===== config.mk =====
export PLATFORM = sky130hd
export DESIGN_NAME = cfgl_top
export DESIGN_NICKNAME = d
export VERILOG_FILES = /design/src/hdl/cfgl_pkg.sv /design/src/hdl/cfgl_seq_if.sv /design/src/hdl/cfgl_sequencer.sv /design/src/hdl/cfgl_top.sv
export SDC_FILE = /design/constraint.sdc
export NUM_CORES = 1
export LEC_CHECK = 0
export CORE_MARGIN = 3
export CORE_UTILIZATION = 50
export DETAILED_ROUTE_END_ITERATION = 16
export DONT_BUFFER_PORTS = 1
export PLACE_DENSITY = 0.71
export SLEW_MARGIN = 5
export SYNTH_ARGS = -nofsm -noshare
export SYNTH_HDL_FRONTEND = slang
export SYNTH_SLANG_ARGS = --single-unit

===== constraint.sdc =====
create_clock -name aclk -period 2.1 [get_ports aclk]
set_clock_uncertainty 0.05 [all_clocks]
set_input_delay 0.21 -clock aclk [delete_from_list [all_inputs] [get_ports aclk]]
set_output_delay 0.21 -clock aclk [all_outputs]
set_load 0.02 [all_outputs]

===== src/hdl/cfgl_pkg.sv =====
package cfgl_pkg;

    // erased configuration byte
    localparam logic [7:0] CFG_ERASED       = 8'hFF;

    // register byte offsets
    localparam logic [7:0] OFS_DF_BASE      = 8'h00;
    localparam logic [7:0] OFS_BROWNOUT     = 8'h04;
    localparam logic [7:0] OFS_WDT_CLK      = 8'h08;
    localparam logic [7:0] OFS_DF_ENABLE    = 8'h0C;
    localparam logic [7:0] OFS_RUN          = 8'h10;
    localparam logic [7:0] OFS_CTRL         = 8'h14;
    localparam logic [7:0] OFS_DF_START     = 8'h18;

    // configuration byte field positions
    localparam int BIT_BOD_EN_CFG   = 7;
    localparam int BIT_BOD_LVL_CFG  = 6;
    localparam int BIT_BOD_RST_CFG  = 4;
    localparam int BIT_WDT_EN_CFG   = 7;
    localparam int BIT_CLK_FILT_CFG = 4;
    localparam int BIT_RC_FREQ_CFG  = 3;
    localparam int BIT_SRC_HI_CFG   = 1;
    localparam int BIT_SRC_LO_CFG   = 0;
    localparam int BIT_DF_EN_CFG    = 0;

    // run-time control register field positions
    localparam int RUN_BOD_EN   = 0;
    localparam int RUN_BOD_LVL  = 1;
    localparam int RUN_BOD_RST  = 2;
    localparam int RUN_WDT_EN   = 3;
    localparam int RUN_CLK_FILT = 4;
    localparam int RUN_RC_FREQ  = 5;
    localparam int RUN_SRC_LO   = 6;
    localparam int RUN_SRC_HI   = 7;

    // run-time bits as loaded from erased bytes
    localparam logic [7:0] RUN_RESET        = 8'hF4;

    // control and status register fields
    localparam int CTRL_SW_RESET    = 0;
    localparam int CTRL_HOLD        = 0;
    localparam int CTRL_LAST_BOD    = 1;
    localparam int CTRL_MIN_PROG    = 2;

    // data flash base meaning no application memory
    localparam logic [7:0] DF_BASE_NONE     = 8'h00;
    localparam logic [7:0] DF_START_NONE    = 8'h00;

    // cycles the cpu is held before the copy
    localparam logic [2:0] LOAD_HOLD_CYCLES = 3'h4;

    // axi responses
    localparam logic [1:0] RESP_OKAY        = 2'h0;
    localparam logic [1:0] RESP_SLVERR      = 2'h2;

    typedef enum logic [1:0] {SEQ_HOLD, SEQ_LOAD, SEQ_RUN} cfgl_seq_state_type;

endpackage


===== src/hdl/cfgl_seq_if.sv =====
`timescale 1ns/1ps
`default_nettype none
interface cfgl_seq_if;
    logic req;
    logic load;
    logic hold;

    modport seq (input req, output load, output hold);
    modport user (output req, input load, input hold);
endinterface
`default_nettype wire


===== src/hdl/cfgl_sequencer.sv =====
`timescale 1ns/1ps
`default_nettype none
module cfgl_sequencer
    import cfgl_pkg::*;
(
    input  wire logic   aclk,
    input  wire logic   aresetn,
    cfgl_seq_if.seq     sq
);

    cfgl_seq_state_type state_r;
    cfgl_seq_state_type state_nxt;
    logic [2:0]         cnt_r;
    logic [2:0]         cnt_nxt;
    logic               hold_r;
    logic               hold_nxt;
    logic               load_r;
    logic               load_nxt;

    // hold, then one copy cycle, then release
    always_comb
    begin
        state_nxt = state_r;
        cnt_nxt   = cnt_r;
        case (state_r)
            SEQ_HOLD:
            begin
                if (sq.req)
                    cnt_nxt = 3'h0;
                else if (cnt_r == LOAD_HOLD_CYCLES - 3'h1)
                    state_nxt = SEQ_LOAD;
                else
                    cnt_nxt = cnt_r + 3'h1;
            end
            SEQ_LOAD:
            begin
                cnt_nxt   = 3'h0;
                state_nxt = sq.req ? SEQ_HOLD : SEQ_RUN;
            end
            default:
            begin
                cnt_nxt = 3'h0;
                if (sq.req)
                    state_nxt = SEQ_HOLD;
            end
        endcase
        hold_nxt = (state_nxt != SEQ_RUN);
        load_nxt = (state_nxt == SEQ_LOAD);
    end

    // sequencer state
    always_ff @(posedge aclk)
    begin
        if (!aresetn)
        begin
            state_r <= SEQ_HOLD;
            cnt_r   <= 3'h0;
            hold_r  <= 1'b1;
            load_r  <= 1'b0;
        end
        else
        begin
            state_r <= state_nxt;
            cnt_r   <= cnt_nxt;
            hold_r  <= hold_nxt;
            load_r  <= load_nxt;
        end
    end

    assign sq.hold = hold_r;
    assign sq.load = load_r;

    hold_length_a: assert property (@(posedge aclk) disable iff (!aresetn)
        $rose(hold_r) |-> hold_r [*5])
        else $error("cpu hold shorter than the load sequence");

    release_after_load_a: assert property (@(posedge aclk) disable iff (!aresetn)
        $fell(hold_r) |-> $past(load_r))
        else $error("cpu released without a copy cycle");

endmodule
`default_nettype wire


===== src/hdl/cfgl_top.sv =====
// Design decisions made here: the AXI4-Lite slave port and the register addresses.
`timescale 1ns/1ps
`default_nettype none
// Behaviour
// - data flash start high byte is the base byte, used only when data flash enabled
// - base byte zero means no application memory, minimum program region only
// - configuration bytes read all ones while erased, selecting defaults
// - brownout enable cfg bit 7: one disables detection, zero enables
// - every reset loads detect enable with inverse of brownout enable cfg
// - brownout level cfg one gives select zero, cfg zero gives select one
// - watchdog cfg bit 7: one leaves watchdog off, zero on after resets
// - reset loads watchdog run enable with inverse of watchdog cfg bit
// - resets, software reset included, copy cfg bits; software may change them later
// - clock filter cfg one enables the filter, zero disables it
// - clock source field: 11 internal rc, 00 crystal, 10 reserved
module cfgl_top
    import cfgl_pkg::*;
(
    input  wire logic        aclk,
    input  wire logic        aresetn,
    input  wire logic [7:0]  s_axi_awaddr,
    input  wire logic        s_axi_awvalid,
    output logic             s_axi_awready,
    input  wire logic [31:0] s_axi_wdata,
    input  wire logic [3:0]  s_axi_wstrb,
    input  wire logic        s_axi_wvalid,
    output logic             s_axi_wready,
    output logic [1:0]       s_axi_bresp,
    output logic             s_axi_bvalid,
    input  wire logic        s_axi_bready,
    input  wire logic [7:0]  s_axi_araddr,
    input  wire logic        s_axi_arvalid,
    output logic             s_axi_arready,
    output logic [31:0]      s_axi_rdata,
    output logic [1:0]       s_axi_rresp,
    output logic             s_axi_rvalid,
    input  wire logic        s_axi_rready,
    input  wire logic        ext_reset_n,
    input  wire logic        watchdog_reset,
    input  wire logic        brownout_below,
    output logic             cpu_reset_hold,
    output logic             brownout_detect_enable,
    output logic             brownout_level_select,
    output logic             brownout_reset_enable,
    output logic             watchdog_run_enable,
    output logic             clock_filter_enable,
    output logic             rc_frequency_select,
    output logic [1:0]       clock_source_sel,
    output logic             data_flash_present,
    output logic [7:0]       data_flash_start_high,
    output logic             min_program_region
);

    // mapped register offsets
    function automatic logic addr_mapped(input logic [7:0] a);
        addr_mapped = (a == OFS_DF_BASE) || (a == OFS_BROWNOUT) || (a == OFS_WDT_CLK)
                   || (a == OFS_DF_ENABLE) || (a == OFS_RUN) || (a == OFS_CTRL)
                   || (a == OFS_DF_START);
    endfunction

    // run-time bits derived from the two option bytes
    function automatic logic [7:0] run_from_cfg(input logic [7:0] bo, input logic [7:0] wc);
        logic [7:0] v;
        v               = 8'h00;
        v[RUN_BOD_EN]   = ~bo[BIT_BOD_EN_CFG];
        v[RUN_BOD_LVL]  = ~bo[BIT_BOD_LVL_CFG];
        v[RUN_BOD_RST]  = bo[BIT_BOD_RST_CFG];
        v[RUN_WDT_EN]   = ~wc[BIT_WDT_EN_CFG];
        v[RUN_CLK_FILT] = wc[BIT_CLK_FILT_CFG];
        v[RUN_RC_FREQ]  = wc[BIT_RC_FREQ_CFG];
        v[RUN_SRC_LO]   = wc[BIT_SRC_LO_CFG];
        v[RUN_SRC_HI]   = wc[BIT_SRC_HI_CFG];
        run_from_cfg    = v;
    endfunction

    cfgl_seq_if sq ();

    cfgl_sequencer u_seq (
        .aclk    (aclk),
        .aresetn (aresetn),
        .sq      (sq)
    );

    logic [7:0]  cfg_df_base_r, cfg_df_base_nxt;
    logic [7:0]  cfg_brownout_r, cfg_brownout_nxt;
    logic [7:0]  cfg_wdt_clk_r, cfg_wdt_clk_nxt;
    logic [7:0]  cfg_df_en_r, cfg_df_en_nxt;
    logic [7:0]  run_r, run_nxt;
    logic [7:0]  df_start_r, df_start_nxt;
    logic        df_present_r, df_present_nxt;
    logic        min_prog_r, min_prog_nxt;
    logic        sw_reset_r, sw_reset_nxt;
    logic        last_bod_r, last_bod_nxt;
    logic        bod_reset_r, bod_reset_nxt;
    logic        aw_have_r, aw_have_nxt;
    logic        w_have_r, w_have_nxt;
    logic [7:0]  awaddr_r, awaddr_nxt;
    logic [7:0]  wdata_r, wdata_nxt;
    logic        wstrb0_r, wstrb0_nxt;
    logic        awready_r, awready_nxt;
    logic        wready_r, wready_nxt;
    logic        bvalid_r, bvalid_nxt;
    logic [1:0]  bresp_r, bresp_nxt;
    logic        arready_r, arready_nxt;
    logic        rvalid_r, rvalid_nxt;
    logic [31:0] rdata_r, rdata_nxt;
    logic [1:0]  rresp_r, rresp_nxt;
    logic        ext_s1_r, ext_s2_r;
    logic        bod_s1_r, bod_s2_r, bod_prev_r;
    logic        wr_go;
    logic        bod_cross;

    // pin synchronisers
    always_ff @(posedge aclk)
    begin
        if (!aresetn)
        begin
            ext_s1_r   <= 1'b1;
            ext_s2_r   <= 1'b1;
            bod_s1_r   <= 1'b0;
            bod_s2_r   <= 1'b0;
            bod_prev_r <= 1'b0;
        end
        else
        begin
            ext_s1_r   <= ext_reset_n;
            ext_s2_r   <= ext_s1_r;
            bod_s1_r   <= brownout_below;
            bod_s2_r   <= bod_s1_r;
            bod_prev_r <= bod_s2_r;
        end
    end

    // reset sources into the sequencer
    assign bod_cross = bod_s2_r ^ bod_prev_r;
    assign sq.req    = ~ext_s2_r | watchdog_reset | sw_reset_r | bod_reset_r;
    assign wr_go     = aw_have_r & w_have_r & ~bvalid_r;

    // bus slave, option bytes and loaded run-time bits
    always_comb
    begin
        cfg_df_base_nxt  = cfg_df_base_r;
        cfg_brownout_nxt = cfg_brownout_r;
        cfg_wdt_clk_nxt  = cfg_wdt_clk_r;
        cfg_df_en_nxt    = cfg_df_en_r;
        run_nxt          = run_r;
        df_start_nxt     = df_start_r;
        df_present_nxt   = df_present_r;
        min_prog_nxt     = min_prog_r;
        sw_reset_nxt     = 1'b0;
        last_bod_nxt     = last_bod_r;
        aw_have_nxt      = aw_have_r;
        w_have_nxt       = w_have_r;
        awaddr_nxt       = awaddr_r;
        wdata_nxt        = wdata_r;
        wstrb0_nxt       = wstrb0_r;
        bvalid_nxt       = bvalid_r;
        bresp_nxt        = bresp_r;
        rvalid_nxt       = rvalid_r;
        rdata_nxt        = rdata_r;
        rresp_nxt        = rresp_r;
        bod_reset_nxt    = bod_cross & run_r[RUN_BOD_EN] & run_r[RUN_BOD_RST];
        if (s_axi_awvalid && awready_r)
        begin
            aw_have_nxt = 1'b1;
            awaddr_nxt  = s_axi_awaddr;
        end
        if (s_axi_wvalid && wready_r)
        begin
            w_have_nxt = 1'b1;
            wdata_nxt  = s_axi_wdata[7:0];
            wstrb0_nxt = s_axi_wstrb[0];
        end
        if (bvalid_r && s_axi_bready)
            bvalid_nxt = 1'b0;
        if (wr_go)
        begin
            aw_have_nxt = 1'b0;
            w_have_nxt  = 1'b0;
            bvalid_nxt  = 1'b1;
            bresp_nxt   = addr_mapped(awaddr_r) ? RESP_OKAY : RESP_SLVERR;
            if (wstrb0_r)
            begin
                if (awaddr_r == OFS_DF_BASE)
                    cfg_df_base_nxt = wdata_r;
                else if (awaddr_r == OFS_BROWNOUT)
                    cfg_brownout_nxt = wdata_r;
                else if (awaddr_r == OFS_WDT_CLK)
                    cfg_wdt_clk_nxt = wdata_r;
                else if (awaddr_r == OFS_DF_ENABLE)
                    cfg_df_en_nxt = wdata_r;
                else if (awaddr_r == OFS_RUN)
                    run_nxt = wdata_r;
                else if (awaddr_r == OFS_CTRL)
                begin
                    sw_reset_nxt = wdata_r[CTRL_SW_RESET];
                    if (wdata_r[CTRL_LAST_BOD])
                        last_bod_nxt = 1'b0;
                end
            end
        end
        if (bod_reset_r)
            last_bod_nxt = 1'b1;  // set wins over clear
        // copy at every reset, software reset included
        if (sq.load)
        begin
            run_nxt        = run_from_cfg(cfg_brownout_r, cfg_wdt_clk_r);
            df_present_nxt = ~cfg_df_en_r[BIT_DF_EN_CFG];
            df_start_nxt   = cfg_df_en_r[BIT_DF_EN_CFG] ? DF_START_NONE
                                                        : cfg_df_base_r;
            min_prog_nxt   = ~cfg_df_en_r[BIT_DF_EN_CFG]
                           & (cfg_df_base_r == DF_BASE_NONE);
        end
        if (rvalid_r && s_axi_rready)
            rvalid_nxt = 1'b0;
        if (s_axi_arvalid && arready_r)
        begin
            rvalid_nxt = 1'b1;
            rresp_nxt  = addr_mapped(s_axi_araddr) ? RESP_OKAY : RESP_SLVERR;
            rdata_nxt  = 32'h0000_0000;
            if (s_axi_araddr == OFS_DF_BASE)
                rdata_nxt[7:0] = cfg_df_base_r;
            else if (s_axi_araddr == OFS_BROWNOUT)
                rdata_nxt[7:0] = cfg_brownout_r;
            else if (s_axi_araddr == OFS_WDT_CLK)
                rdata_nxt[7:0] = cfg_wdt_clk_r;
            else if (s_axi_araddr == OFS_DF_ENABLE)
                rdata_nxt[7:0] = cfg_df_en_r;
            else if (s_axi_araddr == OFS_RUN)
                rdata_nxt[7:0] = run_r;
            else if (s_axi_araddr == OFS_CTRL)
            begin
                rdata_nxt[CTRL_HOLD]     = sq.hold;
                rdata_nxt[CTRL_LAST_BOD] = last_bod_r;
                rdata_nxt[CTRL_MIN_PROG] = min_prog_r;
            end
            else if (s_axi_araddr == OFS_DF_START)
                rdata_nxt[7:0] = df_start_r;
        end
        awready_nxt = ~aw_have_nxt & ~bvalid_nxt;
        wready_nxt  = ~w_have_nxt & ~bvalid_nxt;
        arready_nxt = ~rvalid_nxt;
    end

    // register stage; option bytes come back erased only on power-up
    always_ff @(posedge aclk)
    begin
        if (!aresetn)
        begin
            cfg_df_base_r  <= CFG_ERASED;
            cfg_brownout_r <= CFG_ERASED;
            cfg_wdt_clk_r  <= CFG_ERASED;
            cfg_df_en_r    <= CFG_ERASED;
            run_r          <= RUN_RESET;
            df_start_r     <= DF_START_NONE;
            df_present_r   <= 1'b0;
            min_prog_r     <= 1'b0;
            sw_reset_r     <= 1'b0;
            last_bod_r     <= 1'b0;
            bod_reset_r    <= 1'b0;
            aw_have_r      <= 1'b0;
            w_have_r       <= 1'b0;
            awaddr_r       <= 8'h00;
            wdata_r        <= 8'h00;
            wstrb0_r       <= 1'b0;
            awready_r      <= 1'b0;
            wready_r       <= 1'b0;
            bvalid_r       <= 1'b0;
            bresp_r        <= RESP_OKAY;
            arready_r      <= 1'b0;
            rvalid_r       <= 1'b0;
            rdata_r        <= 32'h0000_0000;
            rresp_r        <= RESP_OKAY;
        end
        else
        begin
            cfg_df_base_r  <= cfg_df_base_nxt;
            cfg_brownout_r <= cfg_brownout_nxt;
            cfg_wdt_clk_r  <= cfg_wdt_clk_nxt;
            cfg_df_en_r    <= cfg_df_en_nxt;
            run_r          <= run_nxt;
            df_start_r     <= df_start_nxt;
            df_present_r   <= df_present_nxt;
            min_prog_r     <= min_prog_nxt;
            sw_reset_r     <= sw_reset_nxt;
            last_bod_r     <= last_bod_nxt;
            bod_reset_r    <= bod_reset_nxt;
            aw_have_r      <= aw_have_nxt;
            w_have_r       <= w_have_nxt;
            awaddr_r       <= awaddr_nxt;
            wdata_r        <= wdata_nxt;
            wstrb0_r       <= wstrb0_nxt;
            awready_r      <= awready_nxt;
            wready_r       <= wready_nxt;
            bvalid_r       <= bvalid_nxt;
            bresp_r        <= bresp_nxt;
            arready_r      <= arready_nxt;
            rvalid_r       <= rvalid_nxt;
            rdata_r        <= rdata_nxt;
            rresp_r        <= rresp_nxt;
        end
    end

    // outputs, all from flops
    assign s_axi_awready          = awready_r;
    assign s_axi_wready           = wready_r;
    assign s_axi_bvalid           = bvalid_r;
    assign s_axi_bresp            = bresp_r;
    assign s_axi_arready          = arready_r;
    assign s_axi_rvalid           = rvalid_r;
    assign s_axi_rdata            = rdata_r;
    assign s_axi_rresp            = rresp_r;
    assign cpu_reset_hold         = sq.hold;
    assign brownout_detect_enable = run_r[RUN_BOD_EN];
    assign brownout_level_select  = run_r[RUN_BOD_LVL];
    assign brownout_reset_enable  = run_r[RUN_BOD_RST];
    assign watchdog_run_enable    = run_r[RUN_WDT_EN];
    assign clock_filter_enable    = run_r[RUN_CLK_FILT];
    assign rc_frequency_select    = run_r[RUN_RC_FREQ];
    assign clock_source_sel       = {run_r[RUN_SRC_HI], run_r[RUN_SRC_LO]};
    assign data_flash_present     = df_present_r;
    assign data_flash_start_high  = df_start_r;
    assign min_program_region     = min_prog_r;

    erased_bytes_a: assert property (@(posedge aclk) disable iff (!aresetn)
        !$past(aresetn) |-> (cfg_df_base_r == CFG_ERASED && cfg_brownout_r == CFG_ERASED
                             && cfg_wdt_clk_r == CFG_ERASED))
        else $error("option bytes not erased after power-up");

    bod_enable_copy_a: assert property (@(posedge aclk) disable iff (!aresetn)
        sq.load |=> brownout_detect_enable == !$past(cfg_brownout_r[BIT_BOD_EN_CFG]))
        else $error("detect enable not inverse of option bit");

    bod_level_copy_a: assert property (@(posedge aclk) disable iff (!aresetn)
        sq.load |=> brownout_level_select != $past(cfg_brownout_r[BIT_BOD_LVL_CFG]))
        else $error("level select not inverse of option bit");

    wdt_enable_copy_a: assert property (@(posedge aclk) disable iff (!aresetn)
        sq.load |=> watchdog_run_enable == !$past(cfg_wdt_clk_r[BIT_WDT_EN_CFG]))
        else $error("watchdog enable not inverse of option bit");

    clock_copy_a: assert property (@(posedge aclk) disable iff (!aresetn)
        sq.load |=> (clock_filter_enable == $past(cfg_wdt_clk_r[BIT_CLK_FILT_CFG])
            && clock_source_sel == $past(cfg_wdt_clk_r[BIT_SRC_HI_CFG:BIT_SRC_LO_CFG])))
        else $error("clock options not copied");

    bod_reset_req_a: assert property (@(posedge aclk) disable iff (!aresetn)
        (bod_cross && brownout_detect_enable && brownout_reset_enable) |=> sq.req ##1 sq.hold)
        else $error("brownout crossing gave no reset");

    flash_base_a: assert property (@(posedge aclk) disable iff (!aresetn)
        sq.load |=> (data_flash_present == !$past(cfg_df_en_r[BIT_DF_EN_CFG]))
            && (data_flash_present || data_flash_start_high == DF_START_NONE))
        else $error("data flash base honoured while disabled");

    min_region_a: assert property (@(posedge aclk) disable iff (!aresetn)
        sq.load |=> min_program_region == (!$past(cfg_df_en_r[BIT_DF_EN_CFG])
                                           && $past(cfg_df_base_r) == DF_BASE_NONE))
        else $error("minimum program region wrong");

    sw_reset_reload_a: assert property (@(posedge aclk) disable iff (!aresetn)
        sw_reset_r |-> ##[1:7] sq.load)
        else $error("software reset did not reload");

endmodule
`default_nettype wire


-- Word-level counts from Yosys, hierarchy flattened
Cells that the tools add are included.
- bitwise gates (word level): 29
- reductions and logical operators: 36
- equality and inequality tests: 25
- muxes and demuxes: 42
- add/sub/neg operators: 1
- operators by type and width (operator ; number):
    two-way mux 8 bit ; 15
    equality test 8 x 5 -> 1 bit (second input constant) ; 6
    equality test 8 x 4 -> 1 bit (second input constant) ; 4
    zero test 8 bit ; 3
    two-way mux 1 bit ; 18
    NOT 1 bit ; 18
    equality test 8 x 3 -> 1 bit (second input constant) ; 2
    nonzero test 2 bit ; 7
    logical OR 1 bit ; 12
    two-way mux 2 bit ; 6
    != test 2 bit (second input constant) ; 6
    AND reduction 9 bit ; 1
    OR reduction 9 bit ; 1
    != test 2 x 1 -> 1 bit (second input constant) ; 4
    bitwise AND 1 bit ; 7
    AND reduction 7 bit ; 1
    AND reduction 6 bit ; 1
    logical AND 1 bit ; 5
    two-way mux 5 bit ; 1
    AND reduction 5 bit ; 1
    equality test 2 x 1 -> 1 bit (second input constant) ; 2
    one-hot mux 2 bit (2 select lines) ; 1
    AND reduction 4 bit ; 1
    adder 3 x 1 -> 3 bit (second input constant) ; 1
    other kinds (7) ; 9
- flip-flop bits (word level): 101
- output and inout port bits: 60

-- Depth between registers and ports, before layout
- depth in word-level cells: 10
- depth in mapped cells: 7
- depth with buffers taken out: 5

-- By module
A second synthesis with hierarchy kept.
- cell total of the unflattened synthesis: 506
- area, all modules: 4431.8 um2
- modules (own cells, without submodules) (module ; instances ; area an instance (um2) ; cells each ; sequential area each (um2)):
    cfgl_top ; 1 ; 4150.2 ; 479 ; 1841.8
    cfgl_sequencer ; 1 ; 281.5 ; 27 ; 140.1

-- Least setup slack after synthesis
OpenSTA, ideal clock, no wires.
- kind: register -> register
- start point: register awaddr_r[0]
- end point: register cfg_wdt_clk_r[4]
- setup time: 0.137 ns
- data arrival time: 1.914 ns
- required time: 1.913 ns
- cell stages (with the launch flop): 8
- setup slack: -0.001 ns
- path through: dfxtp_1 > or4_4 > buf_6 > or4_4 > buf_6 > buf_8 > o21ai_1 > nand3_1
- longest elaborated chain between the ends: 3
- elaborated cells between the ends (all ways): 6
- RTL lines (element ; RTL line ; text):
    start, declared ; cfgl_top.sv:97 ; logic [7:0] awaddr_r, awaddr_nxt;
    start signal, assigned ; cfgl_top.sv:290 ; awaddr_r <= awaddr_nxt;
    equality test 8 x 3 -> 1 bit or zero test 8 bit (tied branches) ; cfgl_top.sv:186, cfgl_top.sv:184 ;
    NOT 1 bit (no line) ; n/a ;
    AND reduction 5 bit (no line) * ; n/a ;
    end signal, assigned ; cfgl_top.sv:279 ; cfg_wdt_clk_r <= cfg_wdt_clk_nxt;
    end, declared ; cfgl_top.sv:86 ; logic [7:0] cfg_wdt_clk_r, cfg_wdt_clk_nxt;
Every way passes the cells marked *; elsewhere a longest branch is shown, timed or not.
A chain may end at the register's enable or synchronous reset.

-- Worst setup path after layout
- start point: register awaddr_r[0]
- end point: register cfg_df_base_r[6]
- longest elaborated chain between the ends: 2
- RTL lines (element ; RTL line ; text):
    zero test 8 bit ; cfgl_top.sv:184 ; if (awaddr_r == OFS_DF_BASE)
    AND reduction 3 bit (no line) ; n/a ;
    end signal, assigned ; cfgl_top.sv:277 ; cfg_df_base_r <= cfg_df_base_nxt;
    end, declared ; cfgl_top.sv:84 ; logic [7:0] cfg_df_base_r, cfg_df_base_nxt;
No other way between the ends.

==> results.txt <==
* RSZ-0062 raised after global routing: false
* Number of levels in the clock H-tree: 3
- Measured against its own limit, the worst slew margin works out to 56.4%.
- Filler cells: 790
* Data required time of the critical path: 2310 ps
- Number of buffers inserted by post-CTS setup repair: 0
* Slew at the pin with the worst max-slew slack: about 650 ps
* Number of DRC violations after detailed routing: 0
- Setup crit start kind: flip-flop
- The area growth from synthesis to layout is 10.3%.
* Synthesized cell area: 4530 um^2
- Area enclosed by the die boundary: 10200 um^2
- Port buffer count: 0
- Ratio of routed vias to standard cells: 5.72
- Setup violation total in the final timing report: 0
- Power density of the placed cells: 716 nW/um^2
* Initial antenna violation count: 0
* Clk pin slew, worst setup/hold paths: 90 ps
- Entering global routing, the biggest net connects 52 pins.
- The total area inside the core boundary comes to 8760 um^2.
* Critical Path AT: 2190 ps
- Net count reported at finish: around 610
- Final Instance Area: 4990 um^2
- The critical path is of the reg2reg type.
* Antenna fix cells: 0
- Once the floorplan was initialized, standard cells occupied 51.6% of the core.
* Register Area: ~2000 um^2
- After detailed placement, the design holds a cell count of slightly above 600.
- Maximum number of buffers from clock root to sink: 2
* Sequential element share of the synthesized area: 43.8%
* Cell type contributing the most total cell area after synthesis: dfxtp_1
- Clk Latency, worst-skew pair: 360 ps
- During synthesis, Yosys emitted a total of 0 warnings.
* Worst VDD drop: 357 uV
- Count of non-filler cells in the finished layout: 654
- Die height: 101 um
- A synthesized cell averages 8.55 um^2.
* Top post-synthesis cells by area: dfxtp_1 (44%), nand2_1 (6.4%), mux2i_1 (4.6%), a21oi_1 (4.4%), buf_4 (4.3%)
* Die extent in x: ~100 um
- Once detailed placement completed, the half-perimeter wirelength came to 7.84 mm.
- Achievable clock frequency: 0.505 GHz
- Number of enable flip-flop cells after synthesis: 0
- At the end of routability-driven placement, the weighted congestion stood at 0.971.
- Multi-input gate area: 2250 um^2
- In this run the count of I/O pins placed on the die edge is roughly 120.
- Most frequent standard cell in the layout excluding fill and tap cells: dfxtp_1
- Post-synthesis async set-or-reset flop share: 0%
* Total Routing Usage GR: 22.2%
- Count of max-cap constraint violations: 0
- Type of the most critical hold path: in2reg
- Average wire length per cell after detail routing: 17.1 um
- Share of layout cells above drive strength 1: 7.88%
- STA classifies the critical path endpoint as a flip-flop.
- Global-route wire length before repair: 17.7 mm
- Of the post-synthesis cell area, the dominant cell type holds between 40 and 50%.
* Period Utilization, post-route: ~94%
* Critical-path maximum fanout: 8
- Total Routed Length: around 11 mm
- Total via count after detailed routing: 3741
- Setup slack on the worst reg-to-reg path comes out at approximately 120 ps.
- After detailed placement, the total cell area comes to 4510 um^2.
- TritonCTS clock tree: yes
- Final hold viol count: 0
- Post-Synthesis Cells: 529
- The clock net in this run drives a total of 99 sinks.
- Number of buffers added by the clock tree synthesis step: 9
* GRT Residual Overflow: 0
- Count of TritonRoute iterations in the first routing pass: 5
- Counting distinct cell types in the post-synthesis netlist gives 54.
- The number of global-route vias before repair was 3543.
* Standard-cell row count: 34
- Top library cells by usage in the layout, fill and taps aside: dfxtp_1 (99), nand2_1 (77), a21oi_1 (40), nand3_1 (38), conb_1 (26)
* Count of antenna-violating nets left after detailed routing: 0
- The max-slew violation count came to 0.
- Shortest clock period the worst path allows after layout: 1980 ps
* Seq cells post-synth: a little under 100
- Root Buffer Master: clkbuf_8
* Leading register cell type out of synthesis: dfxtp_1
* Iter 0 DRT Violations: 230
* Run status: complete, no violations
- Summed over all cells, the static leakage comes to 0.00174 uW.
[routing by layer]
layer	share of wire, %	up-vias	GRT usage (%)	wire length (um)
li1	-	1836	-	-
met2	46	125	36.0	5190
met4	1.7	0	6.95	194
met5	0	-	0	0
met1	45	1762	29.2	4980
met3	7.3	18	5.72	822
[per-stage QoR]
stage / hold slack, ps / total power [uW] / TNS, ps / setup slack (ps) / util (%)
6_report: 13.9 / 3570 / 0 / 120 / 57.0
5_1_grt: 10.6 / 3720 / 0 / 15.1 / 57.0
4_1_cts: 1.47 / 3600 / 0 / 53.4 / 56.9
3_5_place_dp: 231 / 2220 / 0 / 68.2 / 51.5
3_3_place_gp: 229 / 2220 / 0 / 79.9 / 51.5
2_1_floorplan: 261 / 2240 / -5.49 / -0.733 / -
[critical path, cell delays in order (launching register included)]
cell,delay (ps)
dfxtp_1,320
or4_4,570
buf_4,200
nor4_4,300
buf_12,180
mux2i_1,190
nand2_1,60
[cells by family (layout without fill, tap and decap cells)]
| family | after synthesis | count (layout) | synth area share [%] |
|---|---|---|---|
| AO/OA/AOI/OAI | 112 | 112 | 15.3 |
| XOR/XNOR | 3 | 3 | 0.581 |
| adder cells (fa/ha/maj) | 2 | 2 | 0.553 |
| buffers and inverters | 72 | 64 | 8.74 |
| flip-flops | 99 | 99 | 43.8 |
| multiplexers | 26 | 26 | 5.89 |
| other | 1 | 26 | 0.0829 |
| AND/OR/NAND/NOR | 214 | 214 | 25.0 |
[path summary, 6_finish.rpt]
check / startpoint / endpoint / cells after the start
max: awaddr_r[0] / cfg_df_base_r[6] / 6
min: s_axi_bready / s_axi_bvalid / 2
max reg2reg: awaddr_r[0] / cfg_df_base_r[6] / 6
min reg2reg: ext_s1_r / ext_s2_r / 1
[power breakdown]
part	internal [uW]	switching, uW
sequential	1910	52.6
clock	693	644
combinational	106	168
[cell usage after synthesis, drive strengths merged, types with 2 or more instances]
master   instances
and2             8
a221oi           4
nor4             9
clkbuf          29
a32o             6
dfxtp           99
nand3           38
or4bb            2
o32ai            2
inv             10
nand2           77
a2111oi          5
nor3            11
a31oi            2
mux2i           21
nor2            23
ha               2
nand2b          13
o22ai            3
xor2             2
a2bb2oi          5
a22o             4
o21ai           35
mux2             5
or4              4
nor2b           11
buf             32
and3             3
a21oi           40
nand3b           8
[timing repair]
action	4_1_cts	5_1_grt
endpoints found under the setup margin	0	9
hold buffers	25	0
endpoints found under the hold margin	73	0
gates resized for setup	0	2
[area by class of cell]
type,count,area share [%]
repair buffers,38,7.49
well taps,108,2.71
multi-input cells,383,45.0
flip-flops and latches,99,39.7
clock inverters,5,1.55
inverters,11,0.827
clock buffers,10,2.76
[state kept, by name, indices dropped and copies added (netlist names), 2 cells and up]
register	flops
awaddr_r	8
cfg_brownout_r	8
cfg_df_base_r	8
cfg_df_en_r	8
cfg_wdt_clk_r	8
data_flash_start_high	8
run_r	8
s_axi_rdata	8
wdata_r	8
u_seq.cnt_r	3
u_seq.state_r	2
No activity file was read; power rests on OpenSTA's default activity.
